**src/rtl/dsir_map.svh**
```systemverilog
// register offsets, field positions and reset values of the interrupt block
`ifndef DSIR_MAP_SVH
`define DSIR_MAP_SVH
// ==================================================
// register offsets in the i/o space
`define DSIR_OFS_RATE_LOW    16'hC013
`define DSIR_OFS_RATE_HIGH   16'hC014
`define DSIR_OFS_LEFT        16'hC015
`define DSIR_OFS_RIGHT       16'hC016
`define DSIR_OFS_MASK        16'hC01A
`define DSIR_OFS_BLOCK       16'hC01B
`define DSIR_OFS_UNBLOCK     16'hC01C
`define DSIR_OFS_COUNT       16'hC01D
// ==================================================
// source bit positions in the mask
`define DSIR_BIT_TIMER_ONE   3'h7
`define DSIR_BIT_TIMER_ZERO  3'h6
`define DSIR_BIT_SER_RX      3'h5
`define DSIR_BIT_SER_TX      3'h4
`define DSIR_BIT_MODULATOR   3'h3
`define DSIR_BIT_DATA_IN     3'h2
`define DSIR_BIT_CTRL_PORT   3'h1
`define DSIR_BIT_DAC         3'h0
// ==================================================
// reset values and timing
`define DSIR_RST_ZERO16      16'h0000
`define DSIR_RST_MASK        8'h00
`define DSIR_RST_COUNT       5'h00
`define DSIR_RATE_DIV        2'h3
`define DSIR_RATE_HIGH_BITS  4
`define DSIR_SRC_COUNT       8
`define DSIR_BLOCK_DELAY_CYC 6
`endif

```
**src/rtl/dsir_pkg.sv**
```systemverilog
// types shared by the interrupt block and its rate accumulator
package dsir_pkg;
   // ==================================================
   // processor i/o access
   typedef struct packed {
      logic        rd;
      logic        wr;
      logic [15:0] addr;
      logic [15:0] wdata;
   } dsir_bus_t;

   // ==================================================
   // sample pair handed to the converter
   typedef struct packed {
      logic [15:0] left;
      logic [15:0] right;
   } dsir_pcm_t;

   // delivery handshake states, gray along idle-offer-wait
   typedef enum logic [1:0] {
      DSIR_IDLE  = 2'b00,
      DSIR_OFFER = 2'b01,
      DSIR_WAIT  = 2'b11
   } dsir_state_t;
endpackage

```
**src/rtl/dsir_irq_ctrl.sv**
```systemverilog
// interrupt control unit with dac rate source
// Function
// eight sources each gated by mask bit
// mask write effective within six cycles
// block strobe write increments nesting count
// unblock strobe decrements, saturates at zero
// deliver only while nesting count zero
// accepting an interrupt increments count
// service software writes unblock last
// nesting count readable and writable, 5 bits
// strobes take effect within six cycles
// add 20-bit increment every fourth clock
// overflow latches samples, raises dac request
// registers reset zero, processor read/write
// fixed priority, highest bit first, clear
`include "dsir_map.svh"
module dsir_irq_ctrl
   import dsir_pkg::*;
(
   input  wire logic        clock,
   input  wire logic        rst_b,
   input  wire dsir_bus_t   bus,
   output logic [15:0]      rdata,
   input  wire logic [7:1]  src_event,
   output logic             irq_req,
   output logic [2:0]       irq_vector,
   input  wire logic        irq_ack,
   output dsir_pcm_t        pcm_out,
   output logic             pcm_strobe
);
   typedef struct packed {
      logic [15:0] rate_low;
      logic [15:0] rate_high;
      dsir_pcm_t   pcm;
      logic [7:0]  mask;
      logic [4:0]  count;
      logic [7:0]  pending;
      dsir_state_t state;
      logic [2:0]  vector;
      logic        req;
      dsir_pcm_t   pcm_q;
      logic        pcm_stb;
      logic [15:0] rdata;
   } dsir_ctl_t;

   dsir_ctl_t   ctl_reg;
   dsir_ctl_t   ctl_next;
   logic [1:0]  rst_sync;
   logic        rst_int_b;
   logic        dac_tick;
   logic [7:0]  live;
   logic [2:0]  pick;
   logic        any_live;
   logic [19:0] increment;
   logic        wr_block;
   logic        wr_unblock;

   // ==================================================
   // reset release through two flops
   // assertion stays asynchronous, release lands on a clean edge
   always_ff @(posedge clock or negedge rst_b)
   begin
      if (!rst_b)
         rst_sync <= 2'b00;
      else
         rst_sync <= {rst_sync[0], 1'b1};
   end
   assign rst_int_b = rst_sync[1];

   // upper twelve bits of the high word never feed the rate
   // increment from high nibble and low word
   assign increment = {ctl_reg.rate_high[`DSIR_RATE_HIGH_BITS-1:0],
                       ctl_reg.rate_low};

   // phase accumulator raises the dac tick on carry out
   dsir_rate_acc dsir_rate_acc_inst
   (
      .clock     (clock),
      .rst_b     (rst_int_b),
      .increment (increment),
      .overflow  (dac_tick)
   );

   // ==================================================
   // strobe decode, the written data word is ignored
   // block strobe address
   assign wr_block   = bus.wr && (bus.addr == `DSIR_OFS_BLOCK);
   // unblock strobe address
   assign wr_unblock = bus.wr && (bus.addr == `DSIR_OFS_UNBLOCK);

   // ==================================================
   // live requests, withdrawn at once by a mask or block write
   // gate pending requests by the mask
   // nothing offered while nesting count nonzero
   assign live     = ctl_reg.pending & ctl_reg.mask;
   assign any_live = (live != 8'h00) && (ctl_reg.count == 5'h00);

   // upward scan keeps the last hit, the highest bit
   // highest set bit wins
   always_comb
   begin
      pick = 3'h0;
      for (int i = 0; i < `DSIR_SRC_COUNT; i++)
      begin
         if (live[i])
            pick = 3'(i);
      end
   end

   // ==================================================
   // register writes, request capture and delivery
   always_comb
   begin
      ctl_next         = ctl_reg;
      ctl_next.pcm_stb = 1'b0;
      ctl_next.rdata   = 16'h0000;

      // processor write path
      if (bus.wr)
      begin
         case (bus.addr)
            `DSIR_OFS_RATE_LOW:  ctl_next.rate_low  = bus.wdata;
            `DSIR_OFS_RATE_HIGH: ctl_next.rate_high = bus.wdata;
            `DSIR_OFS_LEFT:      ctl_next.pcm.left  = bus.wdata;
            `DSIR_OFS_RIGHT:     ctl_next.pcm.right = bus.wdata;
            // high byte of a mask write is dropped
            // mask applies next cycle
            `DSIR_OFS_MASK:      ctl_next.mask      = bus.wdata[7:0];
            // direct count write
            `DSIR_OFS_COUNT:     ctl_next.count     = bus.wdata[4:0];
            default:             ;
         endcase
      end

      // a nest of 32 wraps to zero, software keeps below that
      // block strobe, data ignored; R9: next cycle
      if (wr_block)
         ctl_next.count = ctl_reg.count + 5'h01;
      // zero test keeps a stray unblock from wrapping to 31
      // unblock strobe saturates at zero
      else if (wr_unblock && (ctl_reg.count != 5'h00))
         ctl_next.count = ctl_reg.count - 5'h01;

      // strobe and foreign addresses read as zero
      // processor read path, one cycle later
      if (bus.rd)
      begin
         case (bus.addr)
            `DSIR_OFS_RATE_LOW:  ctl_next.rdata = ctl_reg.rate_low;
            `DSIR_OFS_RATE_HIGH: ctl_next.rdata = ctl_reg.rate_high;
            `DSIR_OFS_LEFT:      ctl_next.rdata = ctl_reg.pcm.left;
            `DSIR_OFS_RIGHT:     ctl_next.rdata = ctl_reg.pcm.right;
            `DSIR_OFS_MASK:      ctl_next.rdata = {8'h00, ctl_reg.mask};
            `DSIR_OFS_COUNT:     ctl_next.rdata = {11'h000, ctl_reg.count};
            default:             ctl_next.rdata = 16'h0000;
         endcase
      end

      // a copy keeps the pair whole while software rewrites it
      // overflow latches samples and raises dac request
      if (dac_tick)
      begin
         ctl_next.pcm_q   = ctl_reg.pcm;
         ctl_next.pcm_stb = 1'b1;
      end

      // delivery handshake with the core
      // wait gives the raised count one cycle to settle
      case (ctl_reg.state)
         DSIR_IDLE:
         begin
            if (any_live)
            begin
               ctl_next.vector = pick;
               ctl_next.state  = DSIR_OFFER;
            end
         end
         DSIR_OFFER:
         begin
            if (irq_ack)
            begin
               // clear the accepted request
               ctl_next.pending[ctl_reg.vector] = 1'b0;
               // acceptance blocks further delivery
               ctl_next.count = ctl_next.count + 5'h01;
               ctl_next.state = DSIR_WAIT;
            end
            else if (!any_live)
               // withdrawn by mask or block before acceptance
               ctl_next.state = DSIR_IDLE;
            else
               ctl_next.vector = pick;
         end
         DSIR_WAIT:
            ctl_next.state = DSIR_IDLE;
         default:
            ctl_next.state = DSIR_IDLE;
      endcase

      // new events win over the acceptance clear
      ctl_next.pending = ctl_next.pending | {src_event, dac_tick};

      // request flag kept in its own flop so the pin is clean
      ctl_next.req = (ctl_next.state == DSIR_OFFER);
   end

   always_ff @(posedge clock or negedge rst_int_b)
   begin
      if (!rst_int_b)
         ctl_reg <= '0;
      else
         ctl_reg <= ctl_next;
   end

   // ==================================================
   // outputs straight from flops
   // the request pin has a flop of its own, no state decode
   assign rdata      = ctl_reg.rdata;
   assign irq_req    = ctl_reg.req;
   assign irq_vector = ctl_reg.vector;
   assign pcm_out    = ctl_reg.pcm_q;
   assign pcm_strobe = ctl_reg.pcm_stb;
endmodule // dsir_irq_ctrl

```
**src/rtl/dsir_rate_acc.sv**
```systemverilog
// dac sample-rate phase accumulator
`include "dsir_map.svh"
module dsir_rate_acc
   import dsir_pkg::*;
(
   input  wire logic        clock,
   input  wire logic        rst_b,
   input  wire logic [19:0] increment,
   output logic             overflow
);
   typedef struct packed {
      logic [1:0]  div;
      logic [25:0] phase;
      logic        ovf;
   } dsir_acc_t;

   dsir_acc_t acc_reg;
   dsir_acc_t acc_next;
   logic [26:0] sum;

   // ==================================================
   // add once every fourth clock, carry out is the sample tick
   // four-cycle accumulate
   always_comb
   begin
      acc_next     = acc_reg;
      acc_next.div = acc_reg.div + 2'h1;
      acc_next.ovf = 1'b0;
      sum          = {1'b0, acc_reg.phase} + {7'h00, increment};
      if (acc_reg.div == `DSIR_RATE_DIV)
      begin
         acc_next.phase = sum[25:0];
         acc_next.ovf   = sum[26];
      end
   end

   always_ff @(posedge clock or negedge rst_b)
   begin
      if (!rst_b)
         acc_reg <= '0;
      else
         acc_reg <= acc_next;
   end

   assign overflow = acc_reg.ovf;
endmodule // dsir_rate_acc

```
**config.mk**
```make
export PLATFORM = sky130hd
export DESIGN_NAME = dsir_irq_ctrl
export DESIGN_NICKNAME = d
export VERILOG_FILES = /design/src/rtl/dsir_pkg.sv /design/src/rtl/dsir_irq_ctrl.sv /design/src/rtl/dsir_rate_acc.sv
export VERILOG_INCLUDE_DIRS = /design/src /design/src/rtl
export SDC_FILE = /design/constraint.sdc
export NUM_CORES = 1
export LEC_CHECK = 0
export CAP_MARGIN = 20
export CORE_MARGIN = 8
export CORE_UTILIZATION = 30
export DETAILED_ROUTE_END_ITERATION = 10
export DONT_BUFFER_PORTS = 1
export PLACE_DENSITY = 0.48
export SYNTH_ARGS = -nofsm -noshare
export SYNTH_HDL_FRONTEND = slang
export SYNTH_HIERARCHICAL = 1
export SYNTH_SLANG_ARGS = --single-unit
```
**constraint.sdc**
```tcl
create_clock -name clock -period 5.2 [get_ports clock]
set_clock_uncertainty 0.1 [all_clocks]
set_input_delay 0.52 -clock clock [delete_from_list [all_inputs] [get_ports clock]]
set_output_delay 0.52 -clock clock [all_outputs]
set_load 0.02 [all_outputs]
```
; ---- Word level (Yosys, flattened, before mapping)
; Index checks and enable logic that the tools add are counted.
; W data, S select, Z words.
[word_totals]
reg_bits = 171
out_inout_bits = 53
wordCells = 85
[classes]
addsub = 5
magnitude_cmp = 2
eq_ne = 14
n_mux = 26
bitwise = 4
n_reduce_logical = 16
[ops]
columns = operator, n
row1 = $eq A16 B16 Y1 const B, 8
row2 = $pmux W16 S6, 1
row3 = $add A26 B20 Y27, 1
row4 = $mux W13, 2
row5 = $mux W5, 5
row6 = $mux W3, 8
row7 = $and A8 B8 Y8, 2
row8 = $mux W16, 1
row9 = $add A5 B1 Y5 const B, 2
row10 = $reduce_and A2 Y1, 5
row11 = $not A8 Y8, 1
row12 = $or A8 B8 Y8, 1
row13 = $reduce_bool A8 Y1, 1
row14 = $ne A2 B2 Y1 const B, 3
row15 = $pmux W3 S2, 1
row16 = $logic_and A1 B1 Y1, 5
row17 = $logic_not A5 Y1, 1
row18 = $reduce_bool A5 Y1, 1
row19 = $sub A5 B1 Y5 const B, 1
row20 = $eq A2 B1 Y1 const B, 2
row21 = $lt A3 B4 Y1 const B, 1
row22 = $mux W1, 4
row23 = $mux W2, 2
row24 = $pmux W2 S2, 1
row25 = other kinds (7), 7

; ---- Logic depth before layout (Yosys ltp)
; Gate-level depths: netlist of the first run.
[depth]
word_depth = 11
ltp_mapped = 9
mapped_depth_nobuf = 9

; ---- Hierarchy
; The synthesis of the first run kept the hierarchy.
[by_module_without_submodules]
columns = module, n_inst, cells_each, area_each_um2, seq_area_each_um2
row1 = dsir_irq_ctrl, 1, 545, 6641.4, 3553.4
row2 = dsir_rate_acc, 1, 259, 2284.7, 725.7

; ---- Worst setup path before layout of the first run
; Ideal clock, no wire load.
[synth_timing]
path_type = register to register
start = reg ctl_reg[63] (netlist name)
end = reg ctl_reg[67] (netlist name)
arrival_time_ps = 2455
t_required_ps = 4965
slack_ps = 2510
stages_incl_launch_ff = 10
n_path_buf = 0
path_cell_list = dfrtp_1 -> inv_1 -> ha_1 -> nor4b_1 -> or4_1 -> or2_2 -> a311o_1 -> a211oi_4 -> nand3_2 -> xor2_1
[synth_rtl]
columns = item, line
row1 = from (decl), dsir_irq_ctrl.sv:46  ; dsir_ctl_t ctl_reg;
row2 = from (signal assigned), dsir_irq_ctrl.sv:212  ; ctl_reg <= ctl_next;

==> results of run 1 <==
[power by group through the flow]
stage / clock [W] / combinational [W] / sequential, W
after detailed placement: 0 / 0.0000564 / 0.00137
after CTS: 0.00128 / 0.0000572 / 0.00135
after global routing: 0.00133 / 0.0000636 / 0.00135
after floorplan: 0 / 0.0000390 / 0.00138
after global placement: 0 / 0.0000561 / 0.00137
final: 0.00124 / 0.0000553 / 0.00135
[worst paths after layout]
kind	startpoint	end	slack (ns)	cells after the start
setup / recovery	ctl_reg[63]$_DFF_PN0_	ctl_reg[67]$_DFF_PN0_	2.09	9
hold / removal	src_event[6]	ctl_reg[61]$_DFF_PN0_	0.08	1
setup reg to reg	ctl_reg[63]$_DFF_PN0_	ctl_reg[67]$_DFF_PN0_	2.09	9
hold reg to reg	rst_sync[0]$_DFF_PN0_	rst_sync[1]$_DFF_PN0_	0.25	0
max in group asynchronous	rst_sync[1]$_DFF_PN0_	irq_vector[0]$_DFFE_PN0P_	3.59	1
min in group asynchronous	rst_b	rst_sync[1]$_DFF_PN0_	0.21	1
[kinds of logic (layout without fill, tap and decap cells)]
group | count (synthesis) | after routing
and+or+nand+nor | 200 | 200
muxes | 119 | 119
buffers and inverters | 97 | 53
AOI/OAI and AO/OA | 165 | 165
xor gates and xnor gates | 27 | 27
other | 1 | 1
DFF | 171 | 171
adders and majority gates | 24 | 24
[synthesized netlist by cell type, drive strengths merged (2+ instances only)]
library cell	number	area (um^2)
a2111oi	2	17.5
a211oi	7	75.1
a21o	11	82.6
a21oi	36	184
a221oi	16	140
a22o	4	35.0
a22oi	17	128
and3	7	43.8
buf	62	439
clkbuf	19	92.6
dfrtp	171	4280
ha	23	288
inv	15	56.3
mux2	110	1240
mux2i	9	90.1
nand2	64	245
nand2b	5	31.3
nand3	18	95.1
nand4	13	81.3
nor2	36	138
nor2b	12	77.6
nor3	26	146
nor4	4	40.0
nor4b	3	41.3
o211ai	6	50.1
o21a	11	82.6
o21ai	36	180
o21bai	2	15.0
o31ai	7	57.6
or2	2	12.5
or3	2	12.5
or4	2	15.0
xnor2	15	131
xor2	12	105
[layout make-up]
type                       count  area, um^2  area share [%]
multi-input combinational    536        4060            42.6
sequential                   171        4280            45.0
tap                          390         488            5.13
clock buffer                  17         425            4.47
timing repair buffer           5        56.3           0.592
inverter                      16        60.1           0.631
clock inverter                15         149            1.56
[per-layer routing]
metal	track usage [%]	wire length, um	vias to the layer above	share of wire, %
met5	0	0	-	0
met4	3.40	261	0	1.2
met3	2.70	833	16	3.7
met2	20.4	10700	87	47
met1	17.5	10800	2915	48
li1	-	-	2770	-
[stage by stage]
stage	hold slack, ns	area, um^2	cells	setup slack [ns]
CTS	0.0578	9510	1149	2.13
global route	0.0605	9520	1150	1.97
finish	0.0812	9520	1150	2.09
detailed placement	0.125	8920	1116	1.91
global placement	0.125	8920	1116	1.96
floorplan	0.124	8930	804	2.27
==> results.cfg, run 1 <==
[worst_setup_path]
path_cells = inv_1 -> ha_1 -> nor4b_1 -> or4_1 -> or2_2 -> a311o_1 -> a211oi_4 -> nand3_2 -> xor2_1
crit_path_max_fanout = 6
crit_buf_inv = 1
critical_path.endpoint_type = flip-flop
cpLargestDelayFamily = simple AND/OR/NAND/NOR gates
worst_ep_arrival_time_ns = 3.31
worstSetupPathType = reg2reg
critical_path.max_stage_delay_ns = 0.58
crit_path_top_delay_cell = or4_1
crit_required_ns = 5.40
startpoint_type = flip-flop

[synth]
syn_nets = 872
synth_top_flop_cell = dfrtp_1
synth.area.mux_share_pct = 14.9
synth_compound_area_share_pct = 12.7
yosysSeqAreaShare_pct = 47.9
synth_area_per_cell_um2 = 11.1
synth_edf_count = 0
synth_top_family_by_area = multiplexers
syn_inst = 804
synth_cell_type_count = 73
yosys_register_bits = 171
synth_fa_ha_area_share_pct = 3.45
synth-xor-area-share_pct = 2.65
async_flop_share_pct = 100
yosysWarningCount = 6
syn_area_um2 = 8930
synthSimpleGateAreaFrac_pct = 11.7

[routing]
viasPerCell = 5.03
dr_total_vias = 5788
drtAntennaViolNets = 0
drt_iter0_drc = 354
dr.pass1.iters = 4
drt_wl_total_um = 22600
routedWlPerCell_um = 19.7
drc = 0

[pwr]
pwr-share-clk_pct = 47.0
p_per_area_nw_per_um2 = 278
p_seq_share_pct = 50.9
power.total_w = 0.00265
p_int_w = 0.00199
p_leak_nw = 4.31
swShare_pct = 24.7
p_switching_w = 0.000654
p_comb_share_pct = 2.1
ir_drop_mv = 0.218

[cts]
clk_pin_slew_ns = 0.07
h-tree-depth = 4
cts_setup_buffers = 0
clk_path_buf_depth = 2
hold_buffers = 1
cts_sinks = 171
clkLatencyLatePin_ns = 0.43
root_buffer = clkbuf_16
cts_buffers = 17
cts_tree = built
cts_resized = 0

[timing]
worstMarginPinSlew_ns = 0.899
timing.final.crit_share_pct = 59.8
max_freq_ghz = 0.321
hold_viol_final = 0
maxSlewViolCount = 0
min_period_ns = 3.11
rsz0062_at_grt = false
fin_setup_tns_ns = 0
relSlewSlack_pct = 40.0
setup_viol = 0

[floorplanning]
die_h_um = 188
die_w_um = 188
rows = 63
start_util_pct = 30.3
core_um2 = 29500
ioPinCount = 97
die-area_um2 = 35500

[finish]
area_delta_synth_final_pct = 6.63
mostFrequentLayoutCell = dfrtp_1
drive_gt1_share_pct = 22.1
utilization_pct = 32.3
n_antenna_cell = 0
n_fill_cell = 3038
largest_register_ff_count = 87
layout_common_cells = dfrtp_1 (169), mux2_2 (109), nand2_1 (62)
fin_nets = 815

[outcome]
status = completed

[placement]
numPortBuffers = 0
dpl.hpwl_um = 16800
gp_routability_congestion = 0.815

[grt]
gr-total-overflow = 0
grt_usage_pct = 12.8
grt_max_degree = 114
grt_pass1_vias = 5776
antenna_found_initial = 0
grt_pass1_wl_um = 35900

[flow_run]
maxCapViolCount = 0

[worst_hold_path]
hp-class = in2reg
No activity file was read; power rests on OpenSTA's default activity.
==> run 2, diff against run 1 <==
--- a/config.mk
+++ b/config.mk
@@ -11,7 +11,7 @@
 export CORE_UTILIZATION = 30
 export DETAILED_ROUTE_END_ITERATION = 10
 export DONT_BUFFER_PORTS = 1
-export PLACE_DENSITY = 0.48
+export PLACE_DENSITY = 0.47
 export SYNTH_ARGS = -nofsm -noshare
 export SYNTH_HDL_FRONTEND = slang
 export SYNTH_HIERARCHICAL = 1
==> constraint.sdc (replaced) <==
create_clock -name clock -period 2.9 [get_ports clock]
set_clock_uncertainty 0.1 [all_clocks]
set_input_delay 0.29 -clock clock [delete_from_list [all_inputs] [get_ports clock]]
set_output_delay 0.29 -clock clock [all_outputs]
set_load 0.02 [all_outputs]
==> results.cfg, run 2 (synthesis gave the netlist of run 1 again) <==
[routing]
drtAntennaViolNets = 0
drt_iter0_drc = 287
dr.pass1.iters = 5
routedWlPerCell_um = 19.2
drt_wl_total_um = 22900
dr_total_vias = 6038
drc = 0
viasPerCell = 5.06

[cts]
cts_buffers = 17
cts_tree = built
clkLatencyLatePin_ns = 0.43
clk_pin_slew_ns = 0.07
cts_setup_buffers = 0
cts_sinks = 171
clk_path_buf_depth = 2
h-tree-depth = 4
root_buffer = clkbuf_16

[worst_setup_path]
crit_path_max_fanout = 6
critical_path.max_stage_delay_ns = 0.50
path_cells = inv_1 -> ha_1 -> nor4b_1 -> or4_1 -> or2_2 -> a311o_1 -> a211oi_4 -> nand3_2 -> xor2_1
startpoint = ctl_reg[64]$_DFF_PN0_
worstSetupPathType = reg2reg
cpLargestDelayFamily = simple AND/OR/NAND/NOR gates
r2r-start = ctl_reg[64]$_DFF_PN0_
crit_required_ns = 3.09
startpoint_type = flip-flop
crit_path_top_delay_cell = or4_1
worst_ep_arrival_time_ns = 2.96
crit_buf_inv = 1
critical_path.endpoint_type = flip-flop

[finish]
final_area_um2 = 9990
area_delta_synth_final_pct = 12.0
largest_register_ff_count = 87
register_area_um2 = 4290
n_antenna_cell = 0
multi_input_area_um2 = 4060
finalNonFillerCells = 1194
mostFrequentLayoutCell = dfrtp_1
utilization_pct = 33.9
fin_nets = 859
n_fill_cell = 2998
layout_common_cells = dfrtp_1 (168), mux2_2 (109), nand2_1 (62)
drive_gt1_share_pct = 22.9

[grt]
grt_pass1_vias = 6128
grt_max_degree = 65
antenna_found_initial = 0
grt_pass1_wl_um = 36400
grt_usage_pct = 13.0
gr-total-overflow = 0

[placement]
place_area_um2 = 9050
dpl.hpwl_um = 16900
numPortBuffers = 0
gp_routability_congestion = 0.850
dp.cells = 1131

[timing]
rsz0062_at_grt = false
maxSlewViolCount = 0
worstMarginPinSlew_ns = 0.959
min_period_ns = 2.76
hold_viol_final = 0
max_freq_ghz = 0.362
relSlewSlack_pct = 36.1
setup_viol = 0
fin_setup_tns_ns = 0
timing.final.crit_share_pct = 95.3

[pwr]
p_comb_share_pct = 3.4
p_per_area_nw_per_um2 = 502
p_switching_w = 0.00114
p_int_w = 0.00389
ir_drop_mv = 0.394
pwr-share-clk_pct = 48.8
p_seq_share_pct = 47.8
power.total_w = 0.00502
p_leak_nw = 4.52
swShare_pct = 22.6

[floorplanning]
die-area_um2 = 35500
core_um2 = 29500
ioPinCount = 97
die_h_um = 188
die_w_um = 188
rows = 63
start_util_pct = 30.3

[outcome]
status = completed

[flow_run]
maxCapViolCount = 0

[worst_hold_path]
hp-class = reg2async
run 2: layout make-up:
| type | count | area share (%) |
|---|---|---|
| multi-input combinational | 536 | 40.6 |
| inverter | 16 | 0.601 |
| sequential | 171 | 42.9 |
| clock buffer | 19 | 4.53 |
| tap | 390 | 4.88 |
| timing repair buffer | 49 | 4.71 |
| clock inverter | 13 | 1.78 |
run 2: metrics by stage:
stage,hold slack [ns],setup WS (ns)
global route,0.0365,0.00836
CTS,0.0301,0.0694
detailed placement,-0.106,0.0834
finish,0.0254,0.137
global placement,-0.106,0.156
floorplan,-0.106,0.210
run 2: power groups by stage:
stage	logic, W	registers, W	clock network [W]
global route	0.000192	0.00240	0.00260
global placement	0.000130	0.00244	0
CTS	0.000175	0.00240	0.00252
finish	0.000171	0.00240	0.00245
floorplan	0.0000699	0.00248	0
detailed placement	0.000127	0.00245	0
run 2: path summary, 6_finish.rpt:
kind                                       endpoint  slack [ns]  cells past startpoint
min                         pcm_out[10]$_DFFE_PN0P_        0.03                      0
max reg2reg                   ctl_reg[67]$_DFF_PN0_        0.14                      9
max                           ctl_reg[67]$_DFF_PN0_        0.14                      9
max in group asynchronous  ctl_reg[124]$_DFFE_PN0P_        1.94                      1
min reg2reg                 pcm_out[10]$_DFFE_PN0P_        0.03                      0
min in group clock               rdata[1]$_DFF_PN0_        0.09                      3
run 2: layer usage:
layer  up-vias  wire (um)  GRT usage [%]
li1       2852          -              -
met1      3049      10900           17.9
met2       118      10700           20.4
met3        19        996           2.64
met4         0        311           3.58
met5         -          0              0
run 2: timing repair:
action / CTS / global route
endpoints found under the setup margin: 0 / 2
hold endpoints to repair: 80 / 0
hold buffers: 31 / 0
gates resized for setup: 0 / 2
run 2: worst reg2reg max path: stages, from the launching register on:
cell and delay [ns]:
dfrtp_2 0.41, inv_1 0.06, ha_1 0.21, nor4b_1 0.18, or4_1 0.50, or2_2 0.29
a311o_1 0.31, a211oi_4 0.30, nand3_2 0.12, xor2_1 0.16
